## config.mk

```make
export PLATFORM = sky130hd
export DESIGN_NAME = rjt_timer
export DESIGN_NICKNAME = d
export VERILOG_FILES = /design/src/rjt_pkg.sv /design/src/rjt_sync.sv /design/src/rjt_filter.sv /design/src/rjt_timer.sv
export SDC_FILE = /design/constraint.sdc
export NUM_CORES = 1
export LEC_CHECK = 0
export BUFFER_PORTS_ARGS = -buffer_cell sky130_fd_sc_hd__buf_2
export CORE_MARGIN = 5
export CORE_UTILIZATION = 25
export DETAILED_ROUTE_END_ITERATION = 12
export PLACE_DENSITY_LB_ADDON = 0.2
export SETUP_SLACK_MARGIN = 0.2
export SLEW_MARGIN = 20
export SYNTH_ARGS = -nofsm -noshare
export SYNTH_HDL_FRONTEND = slang
export SYNTH_SLANG_ARGS = --single-unit
```

## constraint.sdc

```tcl
create_clock -name mclk_in -period 5.82 [get_ports mclk_in]
set_input_delay 0.873 -clock mclk_in [delete_from_list [all_inputs] [get_ports mclk_in]]
set_output_delay 0.873 -clock mclk_in [all_outputs]
set_load 0.005 [all_outputs]
```

## src/rjt_pkg.sv

```systemverilog
package rjt_pkg;
   localparam logic [11:0] RJT_OFF_CNT = 12'h110;
   localparam logic [11:0] RJT_OFF_CTRL = 12'h112;
   localparam logic [11:0] RJT_OFF_IOC = 12'h113;
   localparam logic [11:0] RJT_OFF_MODE = 12'h114;
   localparam logic [11:0] RJT_OFF_CSRC = 12'h118;
   localparam logic [15:0] RJT_CNT_RST = 16'hffff;
   localparam logic [7:0] RJT_IOC_RST = 8'h00;
   localparam logic [7:0] RJT_MODE_RST = 8'h00;
   localparam logic [7:0] RJT_CSRC_RST = 8'h00;
   localparam int RJT_B_RUN = 0;
   localparam int RJT_B_ACT = 1;
   localparam int RJT_B_HALT = 2;
   localparam int RJT_B_EDGF = 4;
   localparam int RJT_B_WRAP = 5;
   localparam int RJT_B_POL = 0;
   localparam int RJT_B_TPD = 1;
   localparam int RJT_B_OE2 = 2;
   localparam int RJT_B_ESRC = 3;
   localparam int RJT_B_FLT = 4;
   localparam int RJT_B_GATE = 6;
   localparam logic [2:0] RJT_M_TIMER = 3'h0;
   localparam logic [2:0] RJT_M_PULSE = 3'h1;
   localparam logic [2:0] RJT_M_EVENT = 3'h2;
   localparam logic [2:0] RJT_M_WIDTH = 3'h3;
   localparam logic [2:0] RJT_M_PERIOD = 3'h4;
   localparam logic [5:0] RJT_DIV8 = 6'h07;
   localparam logic [5:0] RJT_DIV32 = 6'h1f;
   localparam logic [1:0] RJT_FLT_SAMPLES = 2'h3;
endpackage

```

## src/rjt_sync.sv

```systemverilog
`timescale 1ns/1ps
module rjt_sync
   import rjt_pkg::*;
(
   // clock and reset
   input wire logic mclk_in,
   input wire logic nrst_in,
   // level crossing
   input wire logic d_in,
   output logic q_out
);
   logic meta_r;
   always_ff @(posedge mclk_in) begin
      if (!nrst_in) begin
         meta_r <= 1'b0;
         q_out <= 1'b0;
      end else begin
         meta_r <= d_in;
         q_out <= meta_r;
      end
   end
endmodule

```

## src/rjt_filter.sv

```systemverilog
`timescale 1ns/1ps
module rjt_filter
   import rjt_pkg::*;
(
   // clock and reset
   input wire logic mclk_in,
   input wire logic nrst_in,
   // control
   input wire logic [1:0] rate_in,
   input wire logic d_in,
   output logic q_out
);
   logic [5:0] div_r;
   logic [1:0] same_r;
   logic last_r;
   logic tick;
   // ---------------------------------------------
   // sample rate
   // ---------------------------------------------
   always_comb begin
      case (rate_in)
         2'h1: tick = 1'b1;
         2'h2: tick = (div_r[2:0] == RJT_DIV8[2:0]);
         2'h3: tick = (div_r == RJT_DIV32);
         default: tick = 1'b0;
      endcase
   end
   always_ff @(posedge mclk_in) begin
      if (!nrst_in) begin
         div_r <= 6'h00;
      end else begin
         div_r <= div_r + 6'h01;
      end
   end
   // ---------------------------------------------
   // three matching samples
   // ---------------------------------------------
   always_ff @(posedge mclk_in) begin
      if (!nrst_in) begin
         last_r <= 1'b0;
         same_r <= 2'h0;
         q_out <= 1'b0;
      end else if (rate_in == 2'h0) begin
         q_out <= d_in;
         last_r <= d_in;
         same_r <= 2'h0;
      end else if (tick) begin
         last_r <= d_in;
         if (d_in != last_r) begin
            same_r <= 2'h1;
         end else if (same_r != RJT_FLT_SAMPLES) begin
            same_r <= same_r + 2'h1;
            if (same_r + 2'h1 == RJT_FLT_SAMPLES) begin
               q_out <= d_in;
            end
         end
      end
   end
endmodule

```

## src/rjt_timer.sv

```systemverilog
`timescale 1ns/1ps
module rjt_timer
   import rjt_pkg::*;
(
   // clock and reset
   input wire logic mclk_in,
   input wire logic nrst_in,
   // apb slave
   input wire logic psel,
   input wire logic penable,
   input wire logic pwrite,
   input wire logic [11:0] paddr,
   input wire logic [31:0] pwdata,
   output logic [31:0] prdata,
   output logic pready,
   output logic pslverr,
   // timer pins
   input wire logic timer_io_pin_in,
   output logic timer_io_pin_out,
   output logic timer_io_pin_oe_out,
   output logic timer_out_pin_out,
   output logic timer_out_pin_oe_out,
   input wire logic gate_input_pin_in,
   // neighbouring logic
   input wire logic lin_event_in,
   input wire logic other_timer_period_in,
   input wire logic count_tick_in
);
   logic [15:0] cnt_r;
   logic [15:0] reload_r;
   logic run_r;
   logic act_r;
   logic edgf_r;
   logic wrap_r;
   logic [7:0] ioc_r;
   logic [7:0] mode_r;
   logic [7:0] csrc_r;
   logic out_r;
   logic io_s;
   logic gate_s;
   logic flt;
   logic ev_src;
   logic ev_d_r;
   logic wr;
   logic rd_ok;
   logic halt;
   logic [2:0] opmode;
   logic pol;
   logic src_tick;
   logic rise;
   logic fall;
   logic act_edge;
   logic gate_ok;
   logic dec;
   logic wrap_ev;
   logic edge_ev;
   logic [7:0] ctrl_rd;
   logic sel_cnt;
   logic sel_ctrl;
   logic sel_ioc;
   logic sel_mode;
   logic sel_csrc;

   // each register owns one aligned word, so its byte address is four times its offset
   function automatic logic reg_hit(input logic [11:0] a, input logic [11:0] off);
      return a == {off[9:0], 2'b00};
   endfunction

   // ---------------------------------------------
   // input capture
   // ---------------------------------------------
   rjt_sync u_sync_io (
      .mclk_in(mclk_in),
      .nrst_in(nrst_in),
      .d_in(timer_io_pin_in),
      .q_out(io_s)
   );
   rjt_sync u_sync_gate (
      .mclk_in(mclk_in),
      .nrst_in(nrst_in),
      .d_in(gate_input_pin_in),
      .q_out(gate_s)
   );
   rjt_filter u_filter (
      .mclk_in(mclk_in),
      .nrst_in(nrst_in),
      .rate_in(ioc_r[RJT_B_FLT +: 2]),
      .d_in(io_s),
      .q_out(flt)
   );

   // ---------------------------------------------
   // bus decode
   // ---------------------------------------------
   assign pready = 1'b1;
   assign wr = psel && penable && pwrite;
   assign opmode = mode_r[2:0];
   assign pol = ioc_r[RJT_B_POL];
   assign sel_cnt = reg_hit(paddr, RJT_OFF_CNT);
   assign sel_ctrl = reg_hit(paddr, RJT_OFF_CTRL);
   assign sel_ioc = reg_hit(paddr, RJT_OFF_IOC);
   assign sel_mode = reg_hit(paddr, RJT_OFF_MODE);
   assign sel_csrc = reg_hit(paddr, RJT_OFF_CSRC);
   assign halt = wr && sel_ctrl && pwdata[RJT_B_HALT];
   assign rd_ok = sel_cnt || sel_ctrl || sel_ioc || sel_mode || sel_csrc;
   assign pslverr = psel && penable && !rd_ok;
   // halt bit and bits 3, 6, 7 read zero
   assign ctrl_rd = {2'b00, wrap_r, edgf_r, 2'b00, act_r, run_r};

   // ---------------------------------------------
   // event source, edge and gate
   // ---------------------------------------------
   // lin input is internal and already on this clock, so it bypasses the filter
   assign ev_src = ioc_r[RJT_B_ESRC] ? lin_event_in : flt;
   assign rise = ev_src && !ev_d_r;
   assign fall = !ev_src && ev_d_r;
   // event mode: pol 0 rising, 1 falling; period mode the same edge choice
   assign act_edge = pol ? fall : rise;
   always_comb begin
      if (opmode == RJT_M_EVENT) begin
         case (ioc_r[RJT_B_GATE +: 2])
            2'h0: gate_ok = 1'b1;
            2'h1: gate_ok = gate_s;
            2'h2: gate_ok = other_timer_period_in;
            default: gate_ok = 1'b0;
         endcase
      end else begin
         gate_ok = 1'b1;
      end
   end
   // count source: external edge in event mode, count_tick_in in timer, pulse, width and period modes
   always_comb begin
      case (opmode)
         RJT_M_EVENT: src_tick = act_edge && gate_ok;
         // width mode counts only while the input sits at the measured level
         RJT_M_WIDTH: src_tick = count_tick_in && (ev_src == pol);
         RJT_M_TIMER, RJT_M_PULSE, RJT_M_PERIOD: src_tick = count_tick_in;
         default: src_tick = 1'b0;
      endcase
   end
   always_comb begin
      case (opmode)
         RJT_M_WIDTH: edge_ev = act_r && (pol ? fall : rise);
         RJT_M_PERIOD: edge_ev = act_r && act_edge;
         default: edge_ev = 1'b0;
      endcase
   end
   assign dec = act_r && src_tick;
   assign wrap_ev = dec && (cnt_r == 16'h0000);
   always_ff @(posedge mclk_in) begin
      if (!nrst_in) begin
         ev_d_r <= 1'b0;
      end else begin
         ev_d_r <= ev_src;
      end
   end

   // ---------------------------------------------
   // run control
   // ---------------------------------------------
   always_ff @(posedge mclk_in) begin
      if (!nrst_in) begin
         run_r <= 1'b0;
      end else if (halt) begin
         run_r <= 1'b0;
      end else if (wr && sel_ctrl) begin
         run_r <= pwdata[RJT_B_RUN];
      end
   end
   // status follows the request on a count_tick_in pulse, or on every clock in event mode
   always_ff @(posedge mclk_in) begin
      if (!nrst_in) begin
         act_r <= 1'b0;
      end else if (halt) begin
         act_r <= 1'b0;
      end else if (count_tick_in || (opmode == RJT_M_EVENT)) begin
         act_r <= run_r;
      end
   end

   // ---------------------------------------------
   // flags: a set in the clearing cycle wins
   // ---------------------------------------------
   always_ff @(posedge mclk_in) begin
      if (!nrst_in) begin
         edgf_r <= 1'b0;
         wrap_r <= 1'b0;
      end else begin
         if (edge_ev) begin
            edgf_r <= 1'b1;
         end else if (wr && sel_ctrl && !pwdata[RJT_B_EDGF]) begin
            edgf_r <= 1'b0;
         end
         if (wrap_ev) begin
            wrap_r <= 1'b1;
         end else if (wr && sel_ctrl && !pwdata[RJT_B_WRAP]) begin
            wrap_r <= 1'b0;
         end
      end
   end

   // ---------------------------------------------
   // reload and counter
   // ---------------------------------------------
   always_ff @(posedge mclk_in) begin
      if (!nrst_in) begin
         reload_r <= RJT_CNT_RST;
      end else if (wr && sel_cnt) begin
         reload_r <= pwdata[15:0];
      end
   end
   // a stopped counter tracks reload so a start begins from the new value
   always_ff @(posedge mclk_in) begin
      if (!nrst_in) begin
         cnt_r <= RJT_CNT_RST;
      end else if (halt) begin
         cnt_r <= RJT_CNT_RST;
      end else if (wr && sel_cnt && !act_r) begin
         cnt_r <= pwdata[15:0];
      end else if (wrap_ev) begin
         cnt_r <= reload_r;
      end else if (dec) begin
         cnt_r <= cnt_r - 16'h0001;
      end else if (edge_ev) begin
         cnt_r <= reload_r;
      end
   end

   // ---------------------------------------------
   // configuration registers
   // ---------------------------------------------
   always_ff @(posedge mclk_in) begin
      if (!nrst_in) begin
         ioc_r <= RJT_IOC_RST;
         mode_r <= RJT_MODE_RST;
         csrc_r <= RJT_CSRC_RST;
      end else if (wr) begin
         if (sel_ioc) begin
            ioc_r <= pwdata[7:0];
         end
         if (sel_mode) begin
            mode_r <= pwdata[7:0];
         end
         if (sel_csrc) begin
            csrc_r <= pwdata[7:0];
         end
      end
   end

   // ---------------------------------------------
   // pulse output
   // ---------------------------------------------
   // io pin starts high at pol 0; the dedicated pin uses the opposite sense
   always_ff @(posedge mclk_in) begin
      if (!nrst_in) begin
         out_r <= 1'b1;
      end else if (halt || (wr && sel_mode)) begin
         out_r <= !pol;
      end else if (wr && sel_ioc) begin
         out_r <= !pwdata[RJT_B_POL];
      end else if (wrap_ev && opmode == RJT_M_PULSE) begin
         out_r <= !out_r;
      end
   end
   assign timer_io_pin_out = out_r;
   assign timer_io_pin_oe_out = (opmode == RJT_M_PULSE) && !ioc_r[RJT_B_TPD];
   assign timer_out_pin_out = !out_r;
   assign timer_out_pin_oe_out = ioc_r[RJT_B_OE2];

   // ---------------------------------------------
   // read data
   // ---------------------------------------------
   always_ff @(posedge mclk_in) begin
      if (!nrst_in) begin
         prdata <= 32'h0000_0000;
      end else if (psel && !penable && !pwrite) begin
         case (1'b1)
            sel_cnt: prdata <= {16'h0000, cnt_r};
            sel_ctrl: prdata <= {24'h000000, ctrl_rd};
            sel_ioc: prdata <= {24'h000000, ioc_r};
            sel_mode: prdata <= {24'h000000, mode_r};
            sel_csrc: prdata <= {24'h000000, csrc_r};
            default: prdata <= 32'h0000_0000;
         endcase
      end
   end
endmodule

```

Word-level counts from Yosys, hierarchy flattened
Index checks and enable logic that the tools add are counted.
{"block": "op_classes", "reduce_logical": 61, "eq_ne": 21, "add_sub_neg": 3, "bitwise_logic": 1, "muxes": 32}
{"cell": "16-bit 2-to-1 mux", "count": 5}
{"cell": "12-bit by 11-bit == test with 1-bit output (second input constant)", "count": 5}
{"cell": "8-bit 2-to-1 mux", "count": 4}
{"cell": "1-bit logical AND", "count": 22}
{"cell": "1-bit 2-to-1 mux", "count": 18}
{"cell": "16-bit logical NOT", "count": 1}
{"cell": "16-bit by 1-bit subtractor with 16-bit output (second input constant)", "count": 1}
{"cell": "1-bit logical NOT", "count": 12}
{"cell": "2-bit nonzero test", "count": 6}
{"cell": "1-bit one-hot mux with 3 select lines", "count": 3}
{"cell": "2-bit == test (second input constant)", "count": 4}
{"cell": "2-bit AND reduction", "count": 4}
{"cell": "6-bit by 1-bit adder with 6-bit output (second input constant)", "count": 1}
{"cell": "3-bit by 2-bit == test with 1-bit output (second input constant)", "count": 2}
{"cell": "3-bit == test (second input constant)", "count": 2}
{"cell": "6-bit by 5-bit == test with 1-bit output (second input constant)", "count": 1}
{"cell": "1-bit logical OR", "count": 6}
{"cell": "2-bit OR reduction", "count": 3}
{"cell": "2-bit by 1-bit == test with 1-bit output (second input constant)", "count": 2}
{"cell": "2-bit logical NOT", "count": 2}
{"cell": "2-bit 2-to-1 mux", "count": 2}
{"cell": "4-bit AND reduction", "count": 1}
{"cell": "4-bit nonzero test", "count": 1}
{"cell": "3-bit by 1-bit == test with 1-bit output (second input constant)", "count": 1}
{"cell": "other kinds (9)", "count": 9}
{"block": "totals", "reg_bits": 108, "out_inout_bits": 38}

Logic depth before layout (Yosys ltp)
{"block": "depth", "ltp_word": 12, "depth_mapped": 8, "depth_no_buf": 7}

Cells and area by module
Synthesis repeated with hierarchy kept, for this count alone.
{"block": "unflattened", "cells_unflattened": 563, "hier_area_um2": 4702.0}
{"module": "rjt_timer", "area_per_inst_um2": 4092.7, "seq_area_each_um2": 1561.5, "instances": 1, "cells_each": 501}
{"module": "rjt_filter", "area_per_inst_um2": 504.2, "seq_area_each_um2": 200.2, "instances": 1, "cells_each": 54}
{"module": "rjt_sync", "area_per_inst_um2": 52.6, "seq_area_each_um2": 40.0, "instances": 2, "cells_each": 4}

Least setup slack after synthesis
No wires, ideal clock.
{"block": "synth_timing", "path_kind": "input to output", "from": "input port paddr[11]", "to": "output port pslverr", "cell_stages": 4, "arrival_time_ps": 2226, "setup_slack_ps": 2721, "required_ps": 4947, "cell_sequence": "and4bb_2 > nand2_1 > nor4_1 > nor4_1"}
{"block": "synth_between", "elab_chain_cells": 7, "word_cells_on_any_way": 11}
{"item": "start, declared", "line": "rjt_timer.sv:12", "text": "input wire logic [11:0] paddr,"}
{"item": "12-bit by 11-bit == test with 1-bit output", "line": "rjt_timer.sv:66", "text": "return a == {off[9:0], 2'b00};"}
{"item": "1-bit logical OR (3 in a row)", "line": "rjt_timer.sv:105", "text": "assign rd_ok = sel_cnt || sel_ctrl || sel_ioc || sel_mode || sel_csrc;"}
{"item": "1-bit logical OR (*)", "line": "rjt_timer.sv:105"}
{"item": "1-bit logical NOT (*)", "line": "rjt_timer.sv:106", "text": "assign pslverr = psel && penable && !rd_ok;"}
{"item": "1-bit logical AND (*)", "line": "rjt_timer.sv:106"}
{"item": "end, declared", "line": "rjt_timer.sv:16", "text": "output logic pslverr,"}
Mark *: on every way between the ends. The rest lies on a longest branch, timed or not.

Worst setup path after layout
{"block": "layout_timing", "from": "input port lin_event_in", "to": "register cnt_r[11]"}
{"block": "layout_between", "elab_chain_cells": 10, "word_cells_on_any_way": 17}
{"item": "start, declared", "line": "rjt_timer.sv:25", "text": "input wire logic lin_event_in,"}
{"item": "1-bit 2-to-1 mux (*)", "line": "rjt_timer.sv:114", "text": "assign ev_src = ioc_r[RJT_B_ESRC] ? lin_event_in : flt;"}
{"item": "1-bit logical NOT", "line": "rjt_timer.sv:116", "text": "assign fall = !ev_src && ev_d_r;"}
{"item": "1-bit logical AND", "line": "rjt_timer.sv:116"}
{"item": "1-bit 2-to-1 mux", "line": "rjt_timer.sv:118, rjt_timer.sv:143"}
{"item": "1-bit logical AND", "line": "rjt_timer.sv:134", "text": "RJT_M_EVENT: src_tick = act_edge && gate_ok;"}
{"item": "1-bit one-hot mux with 3 select lines", "line": "rjt_timer.sv:133", "text": "case (opmode)"}
{"item": "1-bit logical AND", "line": "rjt_timer.sv:148", "text": "assign dec = act_r && src_tick;"}
{"item": "16-bit 2-to-1 mux or 1-bit logical AND (tied branches)", "line": "rjt_timer.sv:222, rjt_timer.sv:149"}
{"item": "16-bit 2-to-1 mux", "line": "rjt_timer.sv:220", "text": "end else if (wrap_ev) begin"}
{"item": "16-bit 2-to-1 mux", "line": "rjt_timer.sv:218", "text": "end else if (wr && sel_cnt && !act_r) begin"}
{"item": "end signal, assigned", "line": "rjt_timer.sv:219", "text": "cnt_r <= pwdata[15:0];"}
{"item": "end signal, assigned", "line": "rjt_timer.sv:221", "text": "cnt_r <= reload_r;"}
{"item": "end signal, assigned", "line": "rjt_timer.sv:223", "text": "cnt_r <= cnt_r - 16'h0001;"}
{"item": "end, declared", "line": "rjt_timer.sv:29", "text": "logic [15:0] cnt_r;"}
Marks and branches as above.
A chain may end at the register's enable or synchronous reset.

==> impl_metrics.json <==
{
  "outcome": "completed",
  "hp-class": "reg2reg",
  "finalSetupTns_ns": 0,
  "core_um2": 18770,
  "first_pass_iters": 4,
  "vias_per_cell": 4.942,
  "wl_per_cell_um": 17.51,
  "vias": 4112,
  "cts.path.max_buffers": 2,
  "grt_pass1_wl_um": 23470,
  "rows": 50,
  "grt_pass1_vias": 4160,
  "synthTopCellsByArea": "dfxtp_1 (38%), mux2i_1 (7.9%), nand2_1 (5.2%)",
  "area.growth.synth_to_final_pct": 16.79,
  "die_x_um": 148.3,
  "gp_congestion": 0.7968,
  "synth_edf_count": 0,
  "antenna_found_initial": 0,
  "yosysTopAreaCellShare_pct": 38.49,
  "dp_hpwl_um": 10490,
  "critPathKind": "in2reg",
  "yosysSeqAreaShare_pct": 38.49,
  "post-route-min-period_ns": 3.434,
  "htree_num_levels": 3,
  "finalHoldViolations": 0,
  "cp.required_ns": 6.11,
  "ant_nets": 0,
  "worstHoldStart": "u_sync_gate.meta_r",
  "r2r-start": "ioc_r[3]",
  "wl_um": 14570,
  "r2r_end": "cnt_r[11]",
  "fin_cells": 832,
  "drt-initial-drc-count": 275,
  "p_leak_nw": 2.167,
  "period_share_pct": 59.01,
  "path_clk_slew_ns": 0.07,
  "grt_max_degree": 77,
  "post-cts-setup-buffers": 0,
  "dieArea_um2": 22000,
  "worst_setup_path_start_kind": "input port",
  "finalSetupViolCount": 0,
  "skew_ns": 0.004914,
  "final_common_cell": "dfxtp_1",
  "seq_area_um2": 1842,
  "synth_cell_types": 62,
  "end_kind": "flip-flop",
  "place_inst": 817,
  "startpoint": "lin_event_in",
  "n_antenna_cell": 0,
  "cts-root-buf": "clkbuf_16",
  "overflow": 0,
  "postSynthAreaPerCell_um2": 8.731,
  "worst_pin_slew_ns": 1.088,
  "synth_seq_cells": 92,
  "maxSlewHeadroom_pct": 26.84,
  "reg2regPathDepth": 6,
  "drv_cap": 0,
  "cts_hold_buf": 0,
  "cp_max_fo": 14,
  "min_to": "u_sync_gate.q_out",
  "layout-drive-gt1-share_pct": 17.39,
  "clk_latency_ns": 0.35,
  "synthCells": 548,
  "powerDensity_nw_per_um2": 246.7,
  "numCtsBuffers": 9,
  "multi_input_area_um2": 2730,
  "hold_depth": 1,
  "maxSlewViolCount": 0,
  "ios": 92,
  "fmax_ghz": 0.2912,
  "grtUsageTotal_pct": 13.72,
  "reg2reg_slack_ns": 2.57,
  "dieHeight_um": 148.3,
  "finalNetCount": 653,
  "synthArstFlopShare_pct": 0,
  "cts_tree": "built",
  "rsz0062_at_grt": "false",
  "num-fill-cells": 1978,
  "synth_area_leader_cell": "dfxtp_1",
  "syn_area_um2": 4785,
  "yosysWarnings": 0,
  "port-buffer-count": 58,
  "crit_arrival_ns": 3.72,
  "start_util_pct": 25.49,
  "cts_resized": 0,
  "layout_common_cells": "dfxtp_1 (92), nand2_1 (66), buf_2 (58), nor2b_1 (39), mux2i_1 (38)",
  "synth_ff_type": "dfxtp_1",
  "cts.sinks": 92,
  "drcViolationCount": 0,
  "vdd_drop_max_mv": 0.1232
}
## sequential cells by signal, summed over array words and instances (netlist names), 2 cells and up
signal	flops
prdata	16
u_filter.same_r	2
ioc_r	8
mode_r	8
cnt_r	16
u_filter.div_r	6
reload_r	16
csrc_r	8
## worst max-delay path: stages
cell and delay, ns:
buf_2 0.10, mux2i_1 0.42, nor4bb_1 0.17, o311ai_4 0.46, nand2_1 0.45, o21ai_0 0.96, o32a_1 0.29
## through the flow
step | instance area (um2) | util, % | worst slack (ns) | hold slack, ns | total power [mW]
global route | 5588 | 29.77 | 2.186 | 0.4515 | 1.437
global placement | 5249 | 27.97 | 2.032 | 0.4158 | 0.7183
floorplan | 4841 | - | 2.721 | 0.4119 | 0.6926
finish | 5588 | 29.77 | 2.386 | 0.4340 | 1.379
detailed placement | 5249 | 27.97 | 1.991 | 0.4234 | 0.7193
CTS | 5588 | 29.77 | 2.359 | 0.4371 | 1.406
## how the worst max path moves through the flow
stage / endpoint / slack [ns] / cells past startpoint
after CTS: cnt_r[1] / 2.36 / 7
after global routing: cnt_r[9] / 2.19 / 7
after global placement: cnt_r[9] / 2.03 / 7
after floorplan: pslverr / 2.72 / 4
final: cnt_r[11] / 2.39 / 7
after detailed placement: cnt_r[1] / 1.99 / 7
## kinds of logic (layout without fill, tap and decap cells)
| logic type | after synthesis | in the layout | synth area share, % |
|---|---|---|---|
| compound gates | 95 | 95 | 15.51 |
| xor+xnor | 17 | 17 | 3.112 |
| fa+ha+maj | 5 | 5 | 1.308 |
| buf+inv | 55 | 90 | 5.753 |
| flops | 92 | 92 | 38.49 |
| mux | 41 | 41 | 8.734 |
| other cells | 2 | 17 | 0.1570 |
| simple gates | 241 | 241 | 26.93 |
## routing by layer
| metal | global-route usage (%) | routed length (um) | vias up |
|---|---|---|---|
| met1 | 18.47 | 6850 | 1970 |
| met4 | 5.727 | 348 | 0 |
| met3 | 1.980 | 614 | 23 |
| met5 | 0 | 0 | - |
| li1 | - | - | 2019 |
| met2 | 22.06 | 6753 | 100 |
## report_power, final
| part | internal (mW) | total [mW] | leakage, nW | switching, mW |
|---|---|---|---|---|
| sequential | 0.634 | 0.637 | 0.744 | 0.00247 |
| clock | 0.418 | 0.675 | 0.158 | 0.257 |
| combinational | 0.0250 | 0.0672 | 1.26 | 0.0422 |
## cell type report
cell class / instances / share of cell area, %
sequential: 92 / 32.96
multi-input combinational: 416 / 48.86
timing repair buffer: 66 / 6.270
clock inverter: 6 / 2.038
clock buffer: 9 / 4.030
tap: 234 / 5.240
inverter: 9 / 0.6046
## cell usage after synthesis, drive strengths merged, types with 2 or more instances
cell type	n
a22oi	13
ha	5
nand2b	7
nor3	9
a222oi	4
o21a	3
xor2	6
nor3b	3
dfxtp	92
o311ai	3
nor2	30
or3b	4
a21boi	2
mux2i	38
mux2	3
or2	3
nor4	10
nand4	4
a21oi	10
or4	4
clkbuf	25
o31ai	6
inv	9
nand3	27
a221oi	4
nor4bb	3
and2	22
conb	2
or3	5
o32a	6
nand2	66
buf	21
and3	2
a221o	5
a211oi	5
o21ai	13
o22ai	12
xnor2	11
nor2b	39
(Power assumes the default switching activity.)
